===== config.mk =====
export PLATFORM = sky130hd
export DESIGN_NAME = timer_counter
export DESIGN_NICKNAME = d
export VERILOG_FILES = /design/src/design/timer_pkg.sv /design/src/design/shared_prescaler.sv /design/src/design/timer_counter.sv
export SDC_FILE = /design/constraint.sdc
export NUM_CORES = 1
export LEC_CHECK = 0
export ABC_AREA = 0
export ABC_CLOCK_PERIOD_IN_PS = 6100
export BUFFER_PORTS_ARGS = -buffer_cell sky130_fd_sc_hd__buf_2
export CORE_MARGIN = 2
export CORE_UTILIZATION = 43
export DETAILED_ROUTE_END_ITERATION = 7
export GPL_TIMING_DRIVEN = 0
export MAX_ROUTING_LAYER = met4
export SLEW_MARGIN = 15
export SYNTH_ARGS = -nofsm -noshare
export SYNTH_HDL_FRONTEND = slang
export SYNTH_SLANG_ARGS = --single-unit

===== constraint.sdc =====
create_clock -name clock_i -period 6.1 [get_ports clock_i]
set_clock_uncertainty 0.2 [all_clocks]
set_input_delay 0.915 -clock clock_i [delete_from_list [all_inputs] [get_ports clock_i]]
set_output_delay 0.915 -clock clock_i [all_outputs]
set_load 0.03 [all_outputs]

===== src/design/timer_pkg.sv =====
// Shared constants and types for the timer/counter with shared prescaler
package timer_pkg;

  // ----------------------------------------------------------------
  // Register map
  // ----------------------------------------------------------------
  localparam logic [4:0] COUNT_ADDR = 5'h01;
  localparam logic [7:0] COUNT_RESET = 8'h00;
  localparam logic [5:0] CFG_RESET = 6'h3f;
  localparam logic [7:0] SCALER_RESET = 8'h00;

  // ----------------------------------------------------------------
  // Timing
  // ----------------------------------------------------------------
  localparam int CLOCK_PERIOD_NS = 5;
  localparam int INSTR_CLOCKS = 4;
  localparam int INHIBIT_INSTR = 2;
  localparam logic [3:0] INHIBIT_CLOCKS = 4'(INHIBIT_INSTR * INSTR_CLOCKS);
  localparam logic [3:0] INHIBIT_NONE = 4'h0;

  // ----------------------------------------------------------------
  // Types
  // ----------------------------------------------------------------
  // Internal phases, Gray coded along Q1..Q4
  typedef enum logic [1:0] {
    PH_Q1 = 2'b00,
    PH_Q2 = 2'b01,
    PH_Q3 = 2'b11,
    PH_Q4 = 2'b10
  } phase_t;

  // Configuration register, bit 5 down to bit 0
  typedef struct packed {
    logic count_source_sel;
    logic count_edge_sel;
    logic scaler_assign;
    logic [2:0] scaler_ratio;
  } timer_cfg_t;

  // One instruction's access to the block
  typedef struct packed {
    logic file_wr;
    logic [4:0] file_addr;
    logic [7:0] wdata;
    logic cfg_wr;
    logic watchdog_clear_instr;
  } cpu_req_t;

endpackage


===== src/design/shared_prescaler.sv =====
// Eight-bit prescaler shared between the timer and the watchdog
`timescale 1ns/1ps
`default_nettype none

module shared_prescaler
  import timer_pkg::*;
(
  input wire logic clock_i,
  input wire logic resetn_i,
  input wire logic tick_i,
  input wire logic clear_i,
  input wire logic [2:0] ratio_i,
  input wire logic to_watchdog_i,
  output logic div_level_o,
  output logic wdt_tick_o
);

  // ----------------------------------------------------------------
  // Count state, never visible outside the module
  // ----------------------------------------------------------------
  logic [7:0] count_q;
  logic [7:0] count_d;

  // Low-bit mask for a ratio, all ones below the selected bit
  function automatic logic [7:0] low_mask(input logic [2:0] ratio);
    low_mask = 8'((9'h001 << ratio) - 9'h001);
  endfunction

  // Next count: clear wins over a tick
  always_comb begin
    count_d = count_q;
    if (clear_i) begin
      count_d = SCALER_RESET;
    end else if (tick_i) begin
      count_d = count_q + 8'h01;
    end
  end

  always_ff @(posedge clock_i or negedge resetn_i) begin
    if (!resetn_i) begin
      count_q <= SCALER_RESET;
    end else begin
      count_q <= count_d;
    end
  end

  // ----------------------------------------------------------------
  // Outputs
  // ----------------------------------------------------------------
  // Bit n is a symmetric square wave at input over 2^(n+1)
  assign div_level_o = count_q[ratio_i];
  // Watchdog gets one pulse per 2^n ticks while it owns the scaler
  assign wdt_tick_o = to_watchdog_i && tick_i &&
                      ((count_q & low_mask(ratio_i)) == low_mask(ratio_i));

endmodule

`default_nettype wire


===== src/design/timer_counter.sv =====
// Eight-bit timer/counter with shared prescaler, instruction-side access
`timescale 1ns/1ps
`default_nettype none

// Behaviour
// - Source bit clear: count each instruction cycle
// - Count write blocks increments two cycles after
// - Source bit set: count external pin edges
// - Edge bit clear rising, set falling
// - Assign bit picks counter or watchdog scaler
// - Counter scaler ratios 1:2 through 1:256
// - Scaler count has no read/write path
// - Scaler output sampled in phases Q2, Q4
// - Increment lags edge by synchroniser delay
// - Count write clears scaler when counter-owned
// - Watchdog clear clears scaler when watchdog-owned
// - Any reset zeroes the scaler
// - Count register at 01h, read/write, kept
module timer_counter
  import timer_pkg::*;
(
  input wire logic clock_i,
  input wire logic resetn_i,
  input wire logic device_reset_i,
  input wire cpu_req_t cpu_req_i,
  input wire logic ext_count_input_i,
  input wire logic watchdog_osc_tick_i,
  output logic [1:0] phase_o,
  output logic [7:0] timer_count_o,
  output logic watchdog_tick_o
);

  // ----------------------------------------------------------------
  // Internal phase generator
  // ----------------------------------------------------------------
  phase_t phase_q;
  phase_t phase_d;

  // Q1 -> Q2 -> Q3 -> Q4, one instruction per lap
  always_comb begin
    phase_d = phase_q;
    if (device_reset_i) begin
      phase_d = PH_Q1;
    end else begin
      case (phase_q)
        PH_Q1: phase_d = PH_Q2;
        PH_Q2: phase_d = PH_Q3;
        PH_Q3: phase_d = PH_Q4;
        default: phase_d = PH_Q1;
      endcase
    end
  end

  always_ff @(posedge clock_i or negedge resetn_i) begin
    if (!resetn_i) begin
      phase_q <= PH_Q1;
    end else begin
      phase_q <= phase_d;
    end
  end

  assign phase_o = phase_q;

  // ----------------------------------------------------------------
  // Configuration register, write only
  // ----------------------------------------------------------------
  timer_cfg_t cfg_q;
  timer_cfg_t cfg_d;

  // Device resets bring it back to all ones as well
  always_comb begin
    cfg_d = cfg_q;
    if (device_reset_i) begin
      cfg_d = timer_cfg_t'(CFG_RESET);
    end else if (cpu_req_i.cfg_wr) begin
      cfg_d = timer_cfg_t'(cpu_req_i.wdata[5:0]);
    end
  end

  always_ff @(posedge clock_i or negedge resetn_i) begin
    if (!resetn_i) begin
      cfg_q <= timer_cfg_t'(CFG_RESET);
    end else begin
      cfg_q <= cfg_d;
    end
  end

  // ----------------------------------------------------------------
  // Input synchronisers
  // ----------------------------------------------------------------
  logic ext_meta_q;
  logic ext_sync_q;
  logic ext_prev_q;
  logic wdo_meta_q;
  logic wdo_sync_q;
  logic wdo_prev_q;
  logic ext_level;
  logic ext_edge;
  logic wdo_edge;

  // Two flops before any logic looks at the pin
  always_ff @(posedge clock_i or negedge resetn_i) begin
    if (!resetn_i) begin
      ext_meta_q <= 1'b0;
      ext_sync_q <= 1'b0;
      ext_prev_q <= 1'b1; // No edge until the level has been low once
      wdo_meta_q <= 1'b0;
      wdo_sync_q <= 1'b0;
      wdo_prev_q <= 1'b0;
    end else begin
      ext_meta_q <= ext_count_input_i;
      ext_sync_q <= ext_meta_q;
      ext_prev_q <= ext_level;
      wdo_meta_q <= watchdog_osc_tick_i;
      wdo_sync_q <= wdo_meta_q;
      wdo_prev_q <= wdo_sync_q;
    end
  end

  // Inverting the pin makes a falling edge look like a rising one
  assign ext_level = ext_sync_q ^ cfg_q.count_edge_sel;
  assign ext_edge = ext_level && !ext_prev_q;
  assign wdo_edge = wdo_sync_q && !wdo_prev_q;

  // ----------------------------------------------------------------
  // Prescaler routing
  // ----------------------------------------------------------------
  logic count_wr;
  logic instr_tick;
  logic scaler_tick;
  logic scaler_clear;
  logic div_level;

  assign count_wr = cpu_req_i.file_wr && (cpu_req_i.file_addr == COUNT_ADDR);
  assign instr_tick = (phase_q == PH_Q4);

  // Scaler sees whichever source its owner uses
  always_comb begin
    if (cfg_q.scaler_assign) begin
      scaler_tick = wdo_edge;
    end else if (cfg_q.count_source_sel) begin
      scaler_tick = ext_edge;
    end else begin
      scaler_tick = instr_tick;
    end
  end

  // Clearing depends on the current owner
  assign scaler_clear = device_reset_i ||
                        (count_wr && !cfg_q.scaler_assign) ||
                        (cpu_req_i.watchdog_clear_instr && cfg_q.scaler_assign);

  // Count value stays inside the submodule; no path reaches it
  shared_prescaler u_scaler (
    .clock_i(clock_i),
    .resetn_i(resetn_i),
    .tick_i(scaler_tick),
    .clear_i(scaler_clear),
    .ratio_i(cfg_q.scaler_ratio),
    .to_watchdog_i(cfg_q.scaler_assign),
    .div_level_o(div_level),
    .wdt_tick_o(watchdog_tick_o)
  );

  // ----------------------------------------------------------------
  // Q2/Q4 sampler of the counter's input level
  // ----------------------------------------------------------------
  logic sample_q;
  logic sample_d;
  logic sample_point;
  logic input_level;
  logic sampled_rise;

  assign sample_point = (phase_q == PH_Q2) || (phase_q == PH_Q4);
  // Without the scaler the synchronised, edge-adjusted pin level is the scaler output
  assign input_level = cfg_q.scaler_assign ? ext_level : div_level;

  always_comb begin
    sample_d = sample_q;
    if (device_reset_i) begin
      sample_d = 1'b1; // Level must be seen low before a rise counts
    end else if (sample_point) begin
      sample_d = input_level;
    end
  end

  always_ff @(posedge clock_i or negedge resetn_i) begin
    if (!resetn_i) begin
      sample_q <= 1'b1; // Idle pin after reset must not look like an edge
    end else begin
      sample_q <= sample_d;
    end
  end

  // Only a low-to-high step between two samples counts
  assign sampled_rise = sample_point && input_level && !sample_q;

  // ----------------------------------------------------------------
  // Increment selection and post-write inhibit
  // ----------------------------------------------------------------
  logic [3:0] inhibit_q;
  logic [3:0] inhibit_d;
  logic increment;

  // Direct instruction count needs no sampling; all else is sampled
  always_comb begin
    if (!cfg_q.count_source_sel && cfg_q.scaler_assign) begin
      increment = instr_tick;
    end else begin
      increment = sampled_rise;
    end
  end

  // Software can pre-adjust the written value to cover the lost counts
  always_comb begin
    inhibit_d = inhibit_q;
    if (device_reset_i) begin
      inhibit_d = INHIBIT_NONE;
    end else if (count_wr) begin
      inhibit_d = INHIBIT_CLOCKS;
    end else if (inhibit_q != INHIBIT_NONE) begin
      inhibit_d = inhibit_q - 4'h1;
    end
  end

  always_ff @(posedge clock_i or negedge resetn_i) begin
    if (!resetn_i) begin
      inhibit_q <= INHIBIT_NONE;
    end else begin
      inhibit_q <= inhibit_d;
    end
  end

  // ----------------------------------------------------------------
  // Count register
  // ----------------------------------------------------------------
  logic [7:0] count_q;
  logic [7:0] count_d;

  // A write beats a same-cycle increment; device resets leave it alone
  always_comb begin
    count_d = count_q;
    if (count_wr) begin
      count_d = cpu_req_i.wdata;
    end else if (increment && (inhibit_q == INHIBIT_NONE)) begin
      count_d = count_q + 8'h01;
    end
  end

  // Power-on value is arbitrary in the part; zero keeps simulation clean
  always_ff @(posedge clock_i or negedge resetn_i) begin
    if (!resetn_i) begin
      count_q <= COUNT_RESET;
    end else begin
      count_q <= count_d;
    end
  end

  assign timer_count_o = count_q;

endmodule

`default_nettype wire


==> reports/summary.md <==
Summing all multi-input logic gate instances after layout gives 1000 um^2. The internal power of the cells totals 0.491 mW. In this run the power spent charging and discharging nets is 0.282 mW. The number of hold-slack violations in the final timing report was 0; the sequential share of power was 41.5%.

Buffers added to address setup during post-CTS repair amount to 0. Data on the critical path arrives at its endpoint at 2.58 ns. The clock network power share was 23.6%. Critical setup path kind: register to primary output.

Across the run, the number of max-cap violations was 0. Synthesis instantiated 49 different standard cells from the library. In this run, synthesis inferred 0 flip-flops with an integrated enable. The sequential cells in the finished layout cover a total of 886 um^2.

The share of synthesized flip-flops with an asynchronous set or reset works out to 100%. Summed over all layers, the global routing overflow is 0. Area inside the core boundary: 4380 um^2. The number of antenna violations at the first check in global routing is 0. The post-cts hold buffer count was 0. In this run the remaining antenna-violating nets after routing total 0.

The final routed DRC violation total is 0, and the first-pass GRT wire length is 6880 um. Post-CTS repair changed the size of 0 cells. The final routed wire length divided by cell count is 13.8 um, and the leakage power is 0.999 nW.

Setup repair after global routing left no endpoint under its margin. The count of input and output buffers was 30; the routed via count was 1511. At the end of the flow, the number of nets in the layout was 263.

Deepest clock path buffer count: 2. The die outline height is 71.6 um, and the share of final-layout standard cells stronger than drive strength 1 is 26.0%. Number of sinks driven by the clock tree: 35.

The most used flip-flop cell after synthesis was sky130_fd_sc_hd__dfrtp_1. The class of the worst hold path was register to register. Synthesis inferred 35 register bits.

The number of top-level design ports was 32; the number of fillers in the final layout was 433. The ratio of routed vias to standard cells is 5.26. The die covers 5120 um^2. The number of synthesis warnings is 0, and the count of TritonRoute iterations in the first routing pass is 4.

The DRC marker count from the first detailed-route iteration came out at 82. STA classifies the critical path endpoint as a primary output. Across every metal layer, demand over resource in global routing totals 17.8%. The kind of launch point of the worst setup path was a register.

Entering global routing, the biggest net connects 36 pins. For the worst-skew pair, the clock arrives at the later sink with an insertion delay of 0.28 ns. The run gives 0.271 GHz as the achievable frequency. At the pin with the least slew margin, the transition time is 0.777 ns. After synthesis the cells add up to 1960 um^2.

Data on the critical path is required at its endpoint by 4.98 ns. Setup violations remaining at the end of the flow were counted as 0. Setup total negative slack on the finished layout was measured at 0 ns. Worst relative slew slack: 48.2%. On the final layout, the worst hold slack is 0.149 ns. Synthesis produced a netlist with a net count of 226. The logs give 2 for the number of levels the H-tree was split into and 197 for the synthesized instance count. The final wirelength is 3960 um, and the number of global-route vias before repair is 1420.

The worst path uses 60.5% of the clock period. In this run, CTS created clock tree buffers numbering 5. After floorplanning, the core was divided into 24 placement rows. Master cell of the clock root buffer: sky130_fd_sc_hd__clkbuf_8. TritonCTS built the clock tree.

The flow ran to the end, and the final reports show no timing, DRC or antenna violations. The logs give 45.1% for the sequential cell area fraction in the yosys report and 177 uV for the maximum ir drop on the vdd rail. The switching share of total power was 36.5%.

In this run the worst path has a maximum fanout of 10. The floorplan step set the die width to 71.6 um. Combinational logic is responsible for 34.9% of the overall power. The congestion estimate from routability-driven global placement came to 0.789. After clock tree synthesis, the clock-pin slew on the worst setup and hold paths is 0.06 ns.

Number of antenna cells inserted: 0. From synthesis to final layout, the design area changed by 16.1%. The initial utilization of the core area, before any placement, comes to 44.8%.

The power per unit of standard cell area is 339 nW/um^2, and the final critical path time including I/O delays and setup is 3.69 ns. Max-slew violation count: 0. The HPWL after detailed placement is 2930 um. The synthesized area divided by synthesized cell count works out to 9.97 um^2.
-- path summary, 6_finish.rpt --
check	startpoint	end	slack, ns	cells past startpoint
worst max-delay path	cfg_q[2]	watchdog_tick_o	2.41	10
min in group asynchronous	resetn_i	u_scaler.count_q[5]	0.50	1
worst max register to register	inhibit_q[0]	timer_count_o[1]	3.79	8
max in group asynchronous	resetn_i	timer_count_o[0]	4.69	1
worst min register to register	wdo_meta_q	wdo_sync_q	0.15	0
worst min-delay path	wdo_meta_q	wdo_sync_q	0.15	0
-- worst max-delay path: stages, from the launching register on --
cell,delay [ns]
sky130_fd_sc_hd__dfstp_2,0.52
sky130_fd_sc_hd__buf_2,0.19
sky130_fd_sc_hd__nor2_1,0.10
sky130_fd_sc_hd__nand2_1,0.09
sky130_fd_sc_hd__ha_1,0.26
sky130_fd_sc_hd__nor3_1,0.09
sky130_fd_sc_hd__a21o_1,0.15
sky130_fd_sc_hd__a32oi_1,0.14
sky130_fd_sc_hd__nor2_1,0.06
sky130_fd_sc_hd__a2111oi_0,0.42
sky130_fd_sc_hd__buf_2,0.28
-- cell families after synthesis --
family	count (synthesis)	synth area share (%)
compound gates	37	13.3
mux	10	5.23
flops	35	45.1
buf+inv	15	3.70
xor+xnor	17	7.58
simple gates	75	20.0
fa+ha+maj	8	5.10
-- stage by stage --
stage	power [mW]	utilization [%]	worst slack, ns	cell area, um^2	cells
floorplan	0.522	-	2.00	1960	197
global placement	0.591	49.7	2.74	2180	279
detailed placement	0.597	49.7	2.75	2180	279
CTS	0.785	52.0	2.43	2280	287
global route	0.829	52.0	2.19	2280	287
finish	0.773	52.0	2.41	2280	287
-- power groups by stage --
| stage | combinational (mW) | sequential, mW | clock [mW] |
|---|---|---|---|
| finish | 0.270 | 0.321 | 0.182 |
| global route | 0.301 | 0.329 | 0.199 |
| CTS | 0.273 | 0.322 | 0.190 |
| detailed placement | 0.271 | 0.326 | 0 |
| global placement | 0.267 | 0.324 | 0 |
| floorplan | 0.147 | 0.375 | 0 |
-- layout make-up --
| class | count | share of cell area [%] |
|---|---|---|
| flip-flops and latches | 35 | 38.9 |
| well taps | 52 | 2.86 |
| multi-input cells | 147 | 44.1 |
| repair buffers | 30 | 6.59 |
| plain buffers | 7 | 1.87 |
| clock buffers | 8 | 4.39 |
| inverters | 8 | 1.32 |
-- cell usage in the layout (no fill, tap or decap), types with 4 or more instances in the layout --
master                     netlist  layout
sky130_fd_sc_hd__inv_1           8       8
sky130_fd_sc_hd__dfstp_2         8       8
sky130_fd_sc_hd__nand2_1        29      29
sky130_fd_sc_hd__nor2_1         17      17
sky130_fd_sc_hd__o21ai_0         9       9
sky130_fd_sc_hd__clkbuf_8        0       7
sky130_fd_sc_hd__buf_2           1      31
sky130_fd_sc_hd__dfrtp_1        27      27
sky130_fd_sc_hd__mux2i_1         8       8
sky130_fd_sc_hd__nor3_1          4       4
sky130_fd_sc_hd__xnor2_1        13      13
sky130_fd_sc_hd__ha_1            8       8
sky130_fd_sc_hd__xor2_1          4       4
sky130_fd_sc_hd__a21oi_1         7       7
-- Yosys cell counts, drive strengths merged, types with 3 or more instances --
cell type  instances  area [um^2]
ha                 8          100
nand4              4         40.0
dfrtp             27          676
mux2i              8         80.1
a32oi              3         26.3
nor3b              3         33.8
clkbuf             3         15.0
nor2              17         63.8
dfstp              8          210
inv                8         30.0
o21ai             13         68.8
nor2b              3         18.8
a21boi             3         26.3
xnor2             13          114
nand2             29          109
o211ai             3         36.3
a21oi              7         35.0
buf                4         27.5
xor2               4         35.0
nor3               4         20.0
-- sequential cells by signal, indices dropped and copies added (netlist names), 2 cells and up --
register          count
u_scaler.count_q      8
inhibit_q             4
timer_count_o         8
phase_o               2
cfg_q                 6
-- per-layer routing --
layer / up-vias / track usage, % / share of wire [%]
li1: 760 / - / -
met1: 704 / 24.7 / 49
met2: 42 / 26.0 / 45
met3: 5 / 4.22 / 4.6
met4: 0 / 5.66 / 1.1
met5: - / - / 0
Note: power is estimated with default switching activity, not from simulation.
